**config.mk**
```make
export PLATFORM = sky130hd
export DESIGN_NAME = serdes_link
export DESIGN_NICKNAME = d
export VERILOG_FILES = /design/src/include/serdes_pkg.sv /design/src/include/tx_link_if.sv /design/src/serdes_link.sv /design/src/tx_framer.sv
export SDC_FILE = /design/constraint.sdc
export NUM_CORES = 1
export LEC_CHECK = 0
export ABC_AREA = 1
export BUFFER_PORTS_ARGS = -buffer_cell sky130_fd_sc_hd__buf_4
export CAP_MARGIN = 30
export CELL_PAD_IN_SITES_DETAIL_PLACEMENT = 2
export CELL_PAD_IN_SITES_GLOBAL_PLACEMENT = 2
export CORE_MARGIN = 2
export CORE_UTILIZATION = 33
export DETAILED_ROUTE_END_ITERATION = 12
export PLACE_DENSITY = 0.78
export SLEW_MARGIN = 20
export SYNTH_ARGS = -nofsm -noshare
export SYNTH_HDL_FRONTEND = slang
export SYNTH_HIERARCHICAL = 1
export SYNTH_SLANG_ARGS = --single-unit
```
**constraint.sdc**
```tcl
create_clock -name i_clk_sys -period 2 [get_ports i_clk_sys]
set_clock_uncertainty 0.15 [all_clocks]
set_input_delay 0.1 -clock i_clk_sys [delete_from_list [all_inputs] [get_ports i_clk_sys]]
set_output_delay 0.1 -clock i_clk_sys [all_outputs]
set_load 0.02 [all_outputs]
```
**src/include/serdes_pkg.sv**
```systemverilog
package serdes_pkg;

	// Word and frame geometry
	localparam int          WORD_W    = 16;
	localparam int          FRAME_W   = 18;
	localparam logic [15:0] SYNC_WORD = 16'hFF00;
	localparam logic [4:0]  LAST_POS  = 5'h11;
	localparam logic [4:0]  HALF_POS  = 5'h08;

	// Cycle and edge counts
	localparam logic [2:0]  SYNC_HOLD     = 3'h6;
	localparam logic [7:0]  RX_SYNC_WORDS = 8'h96;
	localparam logic [3:0]  TX_PLL_EDGES  = 4'h8;
	localparam logic [3:0]  RX_PLL_EDGES  = 4'h8;

	// Register byte offsets
	localparam logic [7:0]  OFS_CTRL   = 8'h00;
	localparam logic [7:0]  OFS_STATUS = 8'h04;
	localparam logic [7:0]  OFS_RXDATA = 8'h08;

	// Control register fields and reset value
	localparam int          CTRL_TX_PD_N = 0;
	localparam int          CTRL_RX_PD_N = 1;
	localparam int          CTRL_RX_OE   = 2;
	localparam int          CTRL_SYNC    = 3;
	localparam logic [3:0]  CTRL_RESET   = 4'h7;

	typedef enum logic [2:0] {
		RX_OFF,
		RX_REF,
		RX_SEARCH,
		RX_TRACK,
		RX_LOCKED
	} rx_state_t;

	typedef enum logic [1:0] {
		TX_OFF,
		TX_PLL,
		TX_RUN
	} tx_state_t;

endpackage

```
**src/include/tx_link_if.sv**
```systemverilog
interface tx_link_if;
	logic        load;
	logic [15:0] word;
	logic        serial;

	modport ctrl   (output load, output word, input serial);
	modport framer (input load, input word, output serial);
endinterface

```
**src/serdes_link.sv**
```systemverilog
// What this block does
// - Frame word with start one, stop zero
// - Send eighteen bit times per word
// - Capture input word on word clock rise
// - Six cycles of sync request select sync
// - Sync word: eight ones, eight zeros
// - Serial output off until transmit PLL locks
// - Locked transmitter sends sync while requested
// - Receive outputs off until reference lock, lock high while locking
// - Lock after 150 clean sync words
// - Lock falls with first valid output word
// - Recovered clock aligned; data valid when locked
// - Two missed edges drop lock, research
// - No lock while multiple edges repeat
// - Low bit followed by high bit adds edge
// - Receive powerdown stops PLL, outputs off
// - Receive wakeup repeats whole lock procedure
// - Transmit powerdown tristates; relock on wakeup
// - Output enable gates all receive outputs
module serdes_link
	import serdes_pkg::*;
(
	input  wire logic        i_clk_sys,          // System clock, 100 MHz
	input  wire logic        i_rstn,             // Async reset, active low
	input  wire logic        i_hsel,             // AHB slave select
	input  wire logic [31:0] i_haddr,            // AHB address
	input  wire logic [1:0]  i_htrans,           // AHB transfer type
	input  wire logic        i_hwrite,           // AHB write
	input  wire logic [2:0]  i_hsize,            // AHB size, word only
	input  wire logic [31:0] i_hwdata,           // AHB write data
	input  wire logic        i_hready,           // AHB bus ready
	output logic      [31:0] o_hrdata,           // AHB read data
	output logic             o_hreadyout,        // AHB slave ready
	output logic             o_hresp,            // AHB response, OKAY
	input  wire logic        i_tx_word_clock,    // Transmit word clock pin
	input  wire logic [15:0] i_parallel_data_in, // Transmit word pins
	input  wire logic        i_sync_request,     // Sync request pin
	output logic             o_tx_serial,        // Serial line out
	output logic             o_tx_serial_oe,     // Serial line drive enable
	input  wire logic        i_rx_reference_clock, // Receive ref clock pin
	input  wire logic        i_rx_serial,        // Serial line in
	output logic      [15:0] o_parallel_data_out, // Recovered word
	output logic             o_parallel_data_oe, // Recovered word enable
	output logic             o_lock_status_n,    // Lock, active low
	output logic             o_lock_status_oe,   // Lock pin enable
	output logic             o_recovered_clock,  // Recovered word clock
	output logic             o_recovered_clk_oe  // Recovered clock enable
);

	tx_link_if link ();

	tx_framer u_framer (
		.i_clk_sys (i_clk_sys),
		.i_rstn    (i_rstn),
		.link      (link.framer)
	);

	// Pin synchronisers: first stage feeds only the second
	logic        tx_word_clock_s1, tx_word_clock_s2, tx_word_clock_s3;
	logic        rclk_s1, rclk_s2, rclk_s3;
	logic        sreq_s1, sreq_s2;
	logic        rx_s1, rx_s2, rx_prev;
	logic [15:0] din_s1, din_s2;

	always_ff @(posedge i_clk_sys or negedge i_rstn) begin
		if (!i_rstn) begin
			tx_word_clock_s1 <= 1'b0;
			tx_word_clock_s2 <= 1'b0;
			tx_word_clock_s3 <= 1'b0;
			rclk_s1 <= 1'b0;
			rclk_s2 <= 1'b0;
			rclk_s3 <= 1'b0;
			sreq_s1 <= 1'b0;
			sreq_s2 <= 1'b0;
			rx_s1   <= 1'b0;
			rx_s2   <= 1'b0;
			rx_prev <= 1'b0;
			din_s1  <= '0;
			din_s2  <= '0;
		end else begin
			tx_word_clock_s1 <= i_tx_word_clock;
			tx_word_clock_s2 <= tx_word_clock_s1;
			tx_word_clock_s3 <= tx_word_clock_s2;
			rclk_s1 <= i_rx_reference_clock;
			rclk_s2 <= rclk_s1;
			rclk_s3 <= rclk_s2;
			sreq_s1 <= i_sync_request;
			sreq_s2 <= sreq_s1;
			rx_s1   <= i_rx_serial;
			rx_s2   <= rx_s1;
			rx_prev <= rx_s2;
			din_s1  <= i_parallel_data_in;
			din_s2  <= din_s1;
		end
	end

	wire tx_word_clock_rise = tx_word_clock_s2 & ~tx_word_clock_s3;
	wire rclk_rise = rclk_s2 & ~rclk_s3;
	wire line_rise = rx_s2 & ~rx_prev;

	// Register bus slave, zero wait states
	logic [3:0] ctrl;
	logic       wr_pend;
	logic [7:0] wr_addr;

	wire        addr_phase = i_hsel & i_htrans[1] & i_hready;
	wire [7:0]  rd_addr    = i_haddr[7:0];
	wire        ctrl_wr    = wr_pend & (wr_addr == OFS_CTRL);
	wire        tx_pd_n    = ctrl[CTRL_TX_PD_N];
	wire        rx_pd_n    = ctrl[CTRL_RX_PD_N];
	wire        rx_oe_req  = ctrl[CTRL_RX_OE];
	wire        sync_req   = ctrl[CTRL_SYNC] | sreq_s2;

	always_ff @(posedge i_clk_sys or negedge i_rstn) begin
		if (!i_rstn) begin
			wr_pend     <= 1'b0;
			wr_addr     <= '0;
			ctrl        <= CTRL_RESET;
			o_hreadyout <= 1'b0;
			o_hresp     <= 1'b0;
		end else begin
			wr_pend     <= addr_phase & i_hwrite;
			wr_addr     <= rd_addr;
			o_hreadyout <= 1'b1;
			o_hresp     <= 1'b0;
			if (ctrl_wr) begin
				ctrl <= i_hwdata[3:0];
			end
		end
	end

	// Transmit side
	tx_state_t tx_state;
	logic [3:0] tx_pll_cnt;
	logic [2:0] sync_cnt;

	wire        tx_run        = (tx_state == TX_RUN);
	wire [2:0]  next_sync_cnt = !sync_req ? 3'h0 :
	                            (sync_cnt == SYNC_HOLD) ? SYNC_HOLD :
	                            sync_cnt + 3'h1;
	wire        sync_now      = (next_sync_cnt == SYNC_HOLD);

	assign link.load = tx_run & tx_word_clock_rise;
	assign link.word = sync_now ? SYNC_WORD : din_s2;

	always_ff @(posedge i_clk_sys or negedge i_rstn) begin
		if (!i_rstn) begin
			tx_state   <= TX_OFF;
			tx_pll_cnt <= '0;
			sync_cnt   <= '0;
		end else if (!tx_pd_n) begin
			tx_state   <= TX_OFF;
			sync_cnt   <= '0;
		end else begin
			unique case (tx_state)
				TX_OFF: begin
					tx_state   <= TX_PLL;
					tx_pll_cnt <= '0;
				end
				TX_PLL: begin
					if (tx_word_clock_rise) begin
						if (tx_pll_cnt == TX_PLL_EDGES - 4'h1) begin
							tx_state <= TX_RUN;
						end else begin
							tx_pll_cnt <= tx_pll_cnt + 4'h1;
						end
					end
				end
				TX_RUN: begin
					if (tx_word_clock_rise) begin
						sync_cnt <= next_sync_cnt;
					end
				end
			endcase
		end
	end

	// Line stays undriven until the PLL model has counted its edges
	always_ff @(posedge i_clk_sys or negedge i_rstn) begin
		if (!i_rstn) begin
			o_tx_serial    <= 1'b0;
			o_tx_serial_oe <= 1'b0;
		end else begin
			o_tx_serial    <= tx_run & tx_pd_n & link.serial;
			o_tx_serial_oe <= tx_run & tx_pd_n;
		end
	end

	// Receive side: pos is the frame slot of the bit now in rx_s2
	rx_state_t  rx_state;
	logic [3:0] rx_pll_cnt;
	logic [4:0] pos;
	logic       edge_hit;
	logic       multi_hit;
	logic [16:0] win;
	logic [7:0] good_cnt;
	logic       miss_once;
	logic       rmt_seen;

	wire [FRAME_W-1:0] frame = {win, rx_s2};
	wire        at_start   = (pos == 5'h00);
	wire        pos_end    = (pos == LAST_POS);
	wire        search_hit = (rx_state == RX_SEARCH) & line_rise;
	wire        tracking   = (rx_state == RX_TRACK) |
	                         (rx_state == RX_LOCKED);
	wire        frame_ok   = edge_hit & ~rx_s2;
	wire        last_good  = (good_cnt == RX_SYNC_WORDS - 8'h01);
	wire        rx_alive   = rx_pd_n & (rx_state != RX_OFF) &
	                         (rx_state != RX_REF);

	always_ff @(posedge i_clk_sys or negedge i_rstn) begin
		if (!i_rstn) begin
			win <= '0;
		end else begin
			win <= frame[16:0];
		end
	end

	// Slot tracking; any rise off the start slot and before the stop slot is an extra edge
	always_ff @(posedge i_clk_sys or negedge i_rstn) begin
		if (!i_rstn) begin
			pos       <= '0;
			edge_hit  <= 1'b0;
			multi_hit <= 1'b0;
		end else if (search_hit) begin
			pos       <= 5'h01;
			edge_hit  <= 1'b1;
			multi_hit <= 1'b0;
		end else if (pos_end | ~tracking) begin
			pos       <= '0;
			edge_hit  <= 1'b0;
			multi_hit <= 1'b0;
		end else begin
			pos       <= pos + 5'h01;
			edge_hit  <= edge_hit | (at_start & line_rise);
			multi_hit <= multi_hit | (~at_start & line_rise);
		end
	end

	always_ff @(posedge i_clk_sys or negedge i_rstn) begin
		if (!i_rstn) begin
			rx_state            <= RX_OFF;
			rx_pll_cnt          <= '0;
			good_cnt            <= '0;
			miss_once           <= 1'b0;
			rmt_seen            <= 1'b0;
			o_lock_status_n     <= 1'b1;
			o_parallel_data_out <= '0;
			o_recovered_clock   <= 1'b0;
		end else if (!rx_pd_n) begin
			rx_state          <= RX_OFF;
			o_lock_status_n   <= 1'b1;
			o_recovered_clock <= 1'b0;
		end else begin
			unique case (rx_state)
				RX_OFF: begin
					rx_state   <= RX_REF;
					rx_pll_cnt <= '0;
				end
				RX_REF: begin
					if (rclk_rise) begin
						if (rx_pll_cnt == RX_PLL_EDGES - 4'h1) begin
							rx_state <= RX_SEARCH;
						end else begin
							rx_pll_cnt <= rx_pll_cnt + 4'h1;
						end
					end
				end
				RX_SEARCH: begin
					good_cnt <= '0;
					if (line_rise) begin
						rx_state <= RX_TRACK;
					end
				end
				RX_TRACK: begin
					if (pos_end) begin
						if (!frame_ok) begin
							rx_state <= RX_SEARCH;
							rmt_seen <= 1'b0;
						end else if (multi_hit) begin
							good_cnt <= '0;
							rmt_seen <= 1'b1;
						end else if (last_good) begin
							rx_state            <= RX_LOCKED;
							rmt_seen            <= 1'b0;
							miss_once           <= 1'b0;
							o_lock_status_n     <= 1'b0;
							o_parallel_data_out <= frame[16:1];
							o_recovered_clock   <= 1'b1;
						end else begin
							good_cnt <= good_cnt + 8'h01;
						end
					end
				end
				RX_LOCKED: begin
					if (pos_end) begin
						o_parallel_data_out <= frame[16:1];
						o_recovered_clock   <= 1'b1;
						if (frame_ok) begin
							miss_once <= 1'b0;
						end else if (miss_once) begin
							rx_state          <= RX_SEARCH;
							o_lock_status_n   <= 1'b1;
							o_recovered_clock <= 1'b0;
						end else begin
							miss_once <= 1'b1;
						end
					end else if (pos == HALF_POS) begin
						o_recovered_clock <= 1'b0;
					end
				end
			endcase
		end
	end

	// Output enables follow the enable bit only once past reference lock
	always_ff @(posedge i_clk_sys or negedge i_rstn) begin
		if (!i_rstn) begin
			o_parallel_data_oe <= 1'b0;
			o_lock_status_oe   <= 1'b0;
			o_recovered_clk_oe <= 1'b0;
		end else begin
			o_parallel_data_oe <= rx_oe_req & rx_alive;
			o_lock_status_oe   <= rx_oe_req & rx_alive;
			o_recovered_clk_oe <= rx_oe_req & rx_alive;
		end
	end

	// Read data is registered in the address phase for the data phase
	wire [4:0]  status = {rmt_seen, rx_state == RX_LOCKED, rx_alive,
	                      tx_run, o_lock_status_n};
	wire [31:0] rd_val = (rd_addr == OFS_CTRL)   ? {28'h0000000, ctrl} :
	                     (rd_addr == OFS_STATUS) ? {27'h0000000, status} :
	                     (rd_addr == OFS_RXDATA) ?
	                         {16'h0000, o_parallel_data_out} : 32'h00000000;

	always_ff @(posedge i_clk_sys or negedge i_rstn) begin
		if (!i_rstn) begin
			o_hrdata <= '0;
		end else if (addr_phase & ~i_hwrite) begin
			o_hrdata <= rd_val;
		end
	end

endmodule

```
**src/tx_framer.sv**
```systemverilog
module tx_framer
	import serdes_pkg::*;
(
	input  wire logic i_clk_sys, // System clock
	input  wire logic i_rstn,    // Async reset, active low
	tx_link_if.framer link       // Word load and serial bit
);

	logic [FRAME_W-1:0] shreg;

	// Start bit first, payload MSB first, stop bit last; zeros shifted in
	// keep the line at the stop level between words
	always_ff @(posedge i_clk_sys or negedge i_rstn) begin
		if (!i_rstn) begin
			shreg <= '0;
		end else if (link.load) begin
			shreg <= {1'b1, link.word, 1'b0};
		end else begin
			shreg <= {shreg[FRAME_W-2:0], 1'b0};
		end
	end

	assign link.serial = shreg[FRAME_W-1];

endmodule

```
Yosys cells after proc, flatten, opt, wreduce, memory -nomap -nowiden
Cells that the tools add are included.
- reductions and logical operators: 20
- bitwise gates (word level): 30
- add/sub/neg operators: 5
- multiplexer cells: 73
- eq/ne operators: 46
- operators with widths (operator ; number):
    $mux 16 ; 9
    $mux 3 ; 16
    $ne 3x3->1 const B ; 13
    $mux 8 ; 4
    $pmux 16 s2 ; 1
    $mux 1 ; 25
    $ne 2x2->1 const B ; 10
    $and 1x1->1 ; 18
    $mux 18 ; 1
    $logic_not 8->1 ; 2
    $mux 4 ; 4
    $pmux 4 s2 ; 2
    $pmux 8 s2 ; 1
    $pmux 3 s5 ; 1
    $reduce_and 4->1 ; 3
    $mux 5 ; 2
    $eq 3x3->1 const B ; 3
    $ne 3x1->1 const B ; 3
    $reduce_and 9->1 ; 1
    $add 4x1->4 const B ; 2
    $add 8x1->8 const B ; 1
    $eq 4x3->1 const B ; 2
    $eq 8x3->1 const B ; 1
    $eq 8x4->1 const B ; 1
    other kinds (29) ; 48
- input port bits: 94
- output and inout port bits: 57
- logic and storage cells: 211
- register bits after elaboration: 177

Logic depth before layout (Yosys ltp)
Gate-level depths: netlist of the first run.
- depth in word-level cells: 7
- mapped depth: 12
- mapped depth without buffers: 11

By module
The synthesis of the first run kept the hierarchy.
- modules (own cells, without submodules) (module ; area an instance (sq um) ; sequential area each (sq um) ; cells an instance ; times used):
    serdes_link ; 5856.9 ; 3558.4 ; 616 ; 1
    tx_framer ; 671.9 ; 425.4 ; 69 ; 1

Least setup slack after synthesis of the first run
Ideal clock, no wire load.
- path kind: register to register
- start: register pos[1]
- end: register o_parallel_data_out[1]
- setup time: 117 ps
- path buffers: 1
- data required time: 1733 ps
- stages on the path, launching flop included: 13
- setup slack: 263 ps
- data arrival time: 1470 ps
- clock period less this slack: 1737 ps
- cell sequence: dfrtp_1 > inv_1 > ha_1 > nand2_1 > inv_1 > nand2_1 > nand2_1 > nand3_1 > nor2_4 > nand2_4 > buf_6 > nand2_1 > nand2_1
- cells in the longest elaborated chain, start to end: 3
- elaborated cells between the ends (all ways): 4
- classes of those cells: eq/ne: 3; reduce/logical: 1
- RTL lines (element ; line ; source):
    start: declaration ; serdes_link.sv:192 ; logic [4:0] pos;
    start signal: assignment ; serdes_link.sv:234 ; pos <= pos + 5'h01;
    $eq 5x5->1 (*) ; serdes_link.sv:202 ; wire pos_end = (pos == LAST_POS);
    $ne 2x2->1 (no line) ; - ;
    $reduce_and 7->1 (no line) (*) ; - ;
    end signal: assignment ; serdes_link.sv:288 ; o_parallel_data_out <= frame[16:1];
    end signal: assignment ; serdes_link.sv:297 ; o_parallel_data_out <= frame[16:1];
    end: declaration ; serdes_link.sv:42 ; output logic [15:0] o_parallel_data_out,
Every way passes the cells marked *; elsewhere a longest branch is shown, timed or not.
A chain may end at the register's enable or synchronous reset.

Worst setup path after layout of the first run
- start: register rx_state[1]
- end: register o_parallel_data_out[6]
- cells in the longest elaborated chain, start to end: 3
- elaborated cells between the ends (all ways): 10
- classes of those cells: eq/ne: 7; mux: 1; reduce/logical: 2
- RTL lines (element ; line ; source):
    start: declaration ; serdes_link.sv:190 ; rx_state_t rx_state;
    start signal: assignment ; serdes_link.sv:242 ; rx_state <= RX_OFF;
    start signal: assignment ; serdes_link.sv:251 ; rx_state <= RX_OFF;
    start signal: assignment ; serdes_link.sv:257 ; rx_state <= RX_REF;
    $eq 3x2->1 or $eq 3x3->1 (tied branches) ; serdes_link.sv:255 ; unique case (rx_state)
    $ne 2x2->1 (no line) or $reduce_bool 2->1 (tied branches) ; - ;
    $reduce_and 7->1 (no line) ; - ;
Several ways; a longest one is shown, not always the timed one.

==> results.cfg, run 1 <==
[drt]
wl_per_cell_um = 19.0
met1_length_um = 8640
dr_wl_met3_um = 489
routed.top_layer = met4
avgViaCountPerCell = 4.78
dr_wl_met2_um = 11400
drt_wl_total_um = 20900
firstDrtPassIters = 4
vias = 5269
drt_iter0_drc = 245
ant_nets = 0
drc = 0

[die]
coreArea_um2 = 19500
io_pins = 151
die_h_um = 145
rows = 51
fp.dieW_um = 145
initial_utilization = 0.335
dieArea_um2 = 20900

[sta]
tightest_slew_ns = 0.573
final_hold_viol_count = 0
hold_ws_ns = 0.0224
fin_ws_ns = 0.0660
slew_headroom = 0.615
layout_worst_path_cycle_share = 0.967
fmax_mhz = 517
drv_slew = 0
fin_crit_ns = 1.93
setup_viol = 0

[yosys]
synth-compound-area-share = 0.0498
synth_seq_cells = 159
synth-xor-area-share = 0.00671
synthTopCellsByArea = dfrtp_1, nand2_1, nand3_1
synth-simple-area-share = 0.236
ys_seq_area_frac = 0.610
muxShareOfSynthArea = 0
syn_inst = 685
yosys.area.top_type_share = 0.594
yosysTopAreaCell = dfrtp_1
synth_top_family_by_area = simple AND/OR/NAND/NOR gates
synth_cell_types = 41
netlist_area_um2 = 6530
syn_area_per_cell_um2 = 9.53
synthAdderAreaFrac = 0.0172
yosysWarningCount = 6

[cts]
clkLatencyLatePin_ns = 0.44
clk_root_buffer_cell = clkbuf_16
h-tree-depth = 4
clk_pin_slew_worst_paths_ns = 0.08
cts_tree = built
cts_buffers = 17
cts_sinks = 159
clk_path_buf_depth = 2

[job]
maxCapViolCount = 0

[power]
peakVddDrop_mv = 0.554
power_frac_comb = 0.258
pwr-share-seq = 0.404
power_density_nw_per_um2 = 1160
clkPwrFrac = 0.338
p_leak_nw = 4.41
switching_power_mw = 3.56
internal-power_mw = 6.36
swShare = 0.359

[layout]
n_antenna_cell = 0
mostFrequentLayoutCell = nand2_1
mostFrequentLayoutCells = nand2_1, dfrtp_1, buf_4
drive_above_1_share = 0.210
stdcell_count = 1103
syn_to_final_growth_pct = 31.2
fin_nets = 928
fill_cells = 2095

[worst_setup_path]
worstPathArrival_ns = 2.11
crit_path_end_kind = register
crit_required_ns = 2.17
critical_path_class = register to register
critPathLaunchType = register
cp_max_fo = 7

[placed_design]
dp_hpwl_um = 13000
dp_cells = 1026
post-place-ws_ns = 0.00218
port_buffers = 77
globalplace.congestion = 0.774

[hold_path]
hp-class = input port to register

[status]
outcome = completed

[global_routing]
grtUsageTotal = 0.204
grt_antenna_before_repair = 0
grt_pass1_wl_um = 32300
grt_start_max_net_pins = 54
grt-ovfl-total = 0
grt_pass1_vias = 5925
## power groups by stage
stage / combinational [mW] / sequential [mW] / clock (mW)
after CTS: 2.31 / 4.00 / 3.39
final: 2.56 / 4.01 / 3.35
after floorplan: 1.22 / 4.08 / 0
after global placement: 2.03 / 4.02 / 0
after detailed placement: 2.18 / 4.05 / 0
after global routing: 2.82 / 4.06 / 3.55
## registers in the layout, indices dropped and copies added, names as in the netlist, 2 cells and up
signal               flops
sync_cnt                 3
tx_pll_cnt               4
win                     16
u_framer/shreg          17
rx_pll_cnt               4
din_s1                  16
o_parallel_data_out     16
tx_state                 2
pos                      5
good_cnt                 8
rx_state                 3
ctrl                     4
o_hrdata                16
din_s2                  16
wr_addr                  8
## path summary, 6_finish.rpt
path	startpoint	end	slack (ns)	cells after the start
worst min-delay path	i_hready	o_hrdata[3]	0.02	5
worst min register to register	din_s1[10]	din_s2[10]	0.20	0
min in group asynchronous	i_rstn	tx_pll_cnt[2]	0.03	2
worst max register to register	rx_state[1]	o_parallel_data_out[6]	0.07	10
max in group asynchronous	i_rstn	ctrl[1]	0.91	3
worst max-delay path	rx_state[1]	o_parallel_data_out[6]	0.07	10
## worst max-delay path, stage by stage (launching register included)
cell	delay, ns
dfrtp_1	0.48
nor2_2	0.20
nand2_2	0.14
inv_2	0.14
nand2_1	0.08
nand3_1	0.12
nor2_4	0.06
buf_12	0.14
clkbuf_16	0.16
nand3_1	0.08
nand2_1	0.08
## stage by stage
step	util	area [µm²]	power, mW	setup TNS (ns)
detailed placement	0.381	7420	6.22	0
finish	0.440	8570	9.92	0
CTS	0.431	8380	9.69	0
global placement	0.381	7420	6.05	0
floorplan	-	6590	5.29	0
global route	0.440	8570	10.4	-0.392
## per-layer routing
| layer | global-route usage | up-vias |
|---|---|---|
| li1 | - | 2409 |
| met1 | 0.243 | 2756 |
| met2 | 0.380 | 82 |
| met3 | 0.0382 | 22 |
| met4 | 0.0460 | 0 |
| met5 | 0 | - |
## kinds of logic (layout without fill, tap and decap cells)
| family | count (synthesis) | count (layout) |
|---|---|---|
| other cells | 2 | 18 |
| simple gates | 355 | 356 |
| buf+inv | 103 | 239 |
| compound gates | 52 | 52 |
| flops | 159 | 159 |
| fa+ha+maj | 9 | 9 |
| xor+xnor | 5 | 5 |
## cell type report
| type | instances | area [µm²] | area share |
|---|---|---|---|
| clock buffer | 17 | 425 | 0.0496 |
| clock inverter | 15 | 173 | 0.0202 |
| inverter | 69 | 267 | 0.0311 |
| multi-input combinational | 440 | 2140 | 0.250 |
| sequential | 159 | 3990 | 0.465 |
| tap | 265 | 332 | 0.0387 |
| timing repair buffer | 138 | 1240 | 0.145 |
## cells in the mapped netlist
library cell and count:
o21ai_0 21, xnor2_1 2, nor2_4 1, o31ai_1 1
dfrtp_1 155, o21ai_4 1, buf_4 21, nand4_1 8
and3_1 2, nand3b_1 1, clkbuf_1 4, buf_2 5
buf_6 3, inv_4 1, nor2_8 1, nand3_1 65
o21ai_1 2, a22o_1 11, nor4_1 2, ha_1 9
inv_2 1, nand2_1 185, a21o_1 1, or2_1 1
nor3b_1 1, xor2_1 3, conb_1 2, nor2_1 61
buf_12 1, o211ai_1 2, inv_1 65, nor3_1 10
o22ai_1 2, or2_2 8, inv_6 1, nand2_2 7
clkinv_1 1, nor2_2 1, nand2_4 1, a21oi_1 11
dfstp_2 4
## repair_timing
action / in CTS / in global routing
hold endpoints to repair: 192 / 0
gates cloned: 0 / 3
endpoints found under the setup margin: 9 / 44
hold buffers: 36 / 0
resized for setup: 3 / 18
setup buffers: 0 / 6
pin swaps: 0 / 7
No activity file was read; power rests on OpenSTA's default activity.
==> inputs of run 2 (changes only) <==
--- a/config.mk
+++ b/config.mk
@@ -13,6 +13,7 @@
 export CORE_MARGIN = 2
 export CORE_UTILIZATION = 33
 export DETAILED_ROUTE_END_ITERATION = 12
+export HOLD_SLACK_MARGIN = 0.06
 export PLACE_DENSITY = 0.78
 export SLEW_MARGIN = 20
 export SYNTH_ARGS = -nofsm -noshare
==> run 2 against run 1 <==
  * Global-route usage up 0.69 points
  * Register-to-register slack worse by 0.08 ns
  * Critical endpoint is now o_parallel_data_out[2]
  * Critical path type unchanged
  * Sequential share of layout area is 0.24 points lower
  * Non-clock buffer count is 3 higher
  * The flow now finishes with violations (negative setup slack)
  * Utilization up 0.23 points
  * Flip-flop and latch count is the same
  * Total power grew 1.1%
  * Largest cell class unchanged
  * Highest routed layer unchanged
  * Cell count increased by 0.27%
  * Cell area increased by 0.53%
==> results.cfg, run 2 (synthesis gave the netlist of run 1 again) <==
[power]
total_power_mw = 10.0
power_density_nw_per_um2 = 1160
clkPwrFrac = 0.339
p_leak_nw = 4.42
peakVddDrop_mv = 0.497
switching_power_mw = 3.65
internal-power_mw = 6.38
swShare = 0.364
pwr-share-seq = 0.400
power_frac_comb = 0.261

[worst_setup_path]
critical_path_class = register to register
reg2reg_from = rx_state[1]
critical_path.top_delay_family = simple AND/OR/NAND/NOR gates
worstPathArrival_ns = 2.16
critPathLaunchType = register
crit_chain = nor2_2 > nand2_2 > inv_2 > nand2_1 > nand3_1 > nor2_4 > buf_12 > buf_8 > nand3_1 > nand2_1
max_stage_delay_ns = 0.49
cp_max_fo = 7
cpMaxStageDelayCell = dfrtp_1
crit_path_end_kind = register
reg2reg_to = o_parallel_data_out[2]
path_buf_inv = 3
crit_start = rx_state[1]
crit_required_ns = 2.15
regToRegSetupSlack_ns = -0.009
reg2reg_depth = 10

[hold_path]
min_to = rclk_s1
whs_path_depth = 2
min_from = i_rx_reference_clock
hp-class = input port to register

[drt]
ant_nets = 0
drt_iter0_drc = 301
drc = 0
firstDrtPassIters = 6
vias = 5318
wl_per_cell_um = 20.6
avgViaCountPerCell = 4.81
drt_wl_total_um = 22800

[cts]
h-tree-depth = 4
cts_buffers = 17
clk_path_buf_depth = 2
clk_root_buffer_cell = clkbuf_16
cts_tree = built
clk_pin_slew_worst_paths_ns = 0.07
clkLatencyLatePin_ns = 0.44
cts_sinks = 159

[placed_design]
port_buffers = 77
globalplace.congestion = 0.774
dp_cells = 1026
dp_hpwl_um = 13000

[sta]
setup_viol = 2
fin_ws_ns = -0.00944
drv_slew = 0
layout_worst_path_cycle_share = 1.00
final_hold_viol_count = 0
fin_crit_ns = 2.01
slew_headroom = 0.598
tightest_slew_ns = 0.599
fmax_mhz = 498

[die]
io_pins = 151
die_h_um = 145
rows = 51
initial_utilization = 0.335
fp.dieW_um = 145
coreArea_um2 = 19500
dieArea_um2 = 20900

[layout]
fin_nets = 931
n_antenna_cell = 0
largest_reg_flops = 17
regMostFlops = u_framer/shreg
mostFrequentLayoutCell = nand2_1
syn_to_final_growth_pct = 31.9
stdcell_count = 1106
mostFrequentLayoutCells = nand2_1, dfrtp_1, buf_4
drive_above_1_share = 0.210

[status]
violations = negative setup slack
outcome = finished, violations left

[global_routing]
grt-ovfl-total = 0
grt_pass1_vias = 5997
grt_antenna_before_repair = 0
grtUsageTotal = 0.211
grt_pass1_wl_um = 33100
grt_start_max_net_pins = 54

[job]
maxCapViolCount = 0
[run 2: cell count changes in the layout (fill, tap and decap cells not counted)]
cell           change
nand3_2            -1
inv_2              +1
buf_12             +1
nand3_1            +1
ha_4               +1
ha_2               -1
dlygate4sd3_1      +2
inv_1              -1
[run 2: final cells by class]
cell class              count  area (µm²)
well taps                 265         332
repair buffers            141        1280
clock inverters            15         173
inverters                  69         267
flip-flops and latches    159        3990
fillers                  2068       10800
clock buffers              17         425
multi-input cells         440        2150
[run 2: worst register-to-register path: cells and delay by family, from the launching register on]
kind	cells	cell delay (ns)
buf+inv	3	0.42
flops	1	0.49
simple gates	7	0.81
[run 2: metrics by stage]
stage               cell area [µm²]  hold WS [ns]  utilization  TNS (ns)  setup WS (ns)
CTS                            8420         0.151        0.433         0         0.0285
floorplan                      6590        -0.346            -         0          0.263
finish                         8610         0.162        0.443   -0.0101       -0.00944
global placement               7420       -0.0886        0.381         0          0.157
global route                   8610         0.165        0.443     -1.15         -0.140
detailed placement             7420       -0.0825        0.381         0        0.00218
[run 2: how the worst max path moves through the flow]
stage / endpoint / slack (ns) / cells past startpoint
floorplan: o_parallel_data_out[1] / 0.26 / 12
global placement: o_parallel_data_out[0] / 0.16 / 11
detailed placement: o_parallel_data_out[7] / 0.002 / 9
CTS: o_parallel_data_out[15] / 0.03 / 11
global route: o_parallel_data_out[0] / -0.14 / 11
finish: o_parallel_data_out[2] / -0.009 / 10
[run 2: repair_timing]
| item | in CTS | in global routing |
|---|---|---|
| gates cloned | 0 | 3 |
| endpoints found under the hold margin | 194 | 0 |
| setup buffers | 0 | 6 |
| resized for setup | 3 | 19 |
| pin swaps | 0 | 6 |
| hold buffers | 39 | 0 |
| setup endpoints to repair | 9 | 45 |
[run 2: layer usage]
metal	global-route usage	up-vias	routed length, µm
li1	-	2425	-
met1	0.251	2763	9300
met2	0.389	93	12300
met3	0.0398	37	617
met4	0.0572	0	547
met5	0	-	0
[run 2: power groups by stage]
stage               Sequential (mW)  Clock (mW)  Combinational [mW]
global placement               4.02           0                2.03
global route                   4.07        3.59                2.88
detailed placement             4.05           0                2.18
finish                         4.02        3.40                2.61
floorplan                      4.08           0                1.22
CTS                            4.00        3.39                2.31
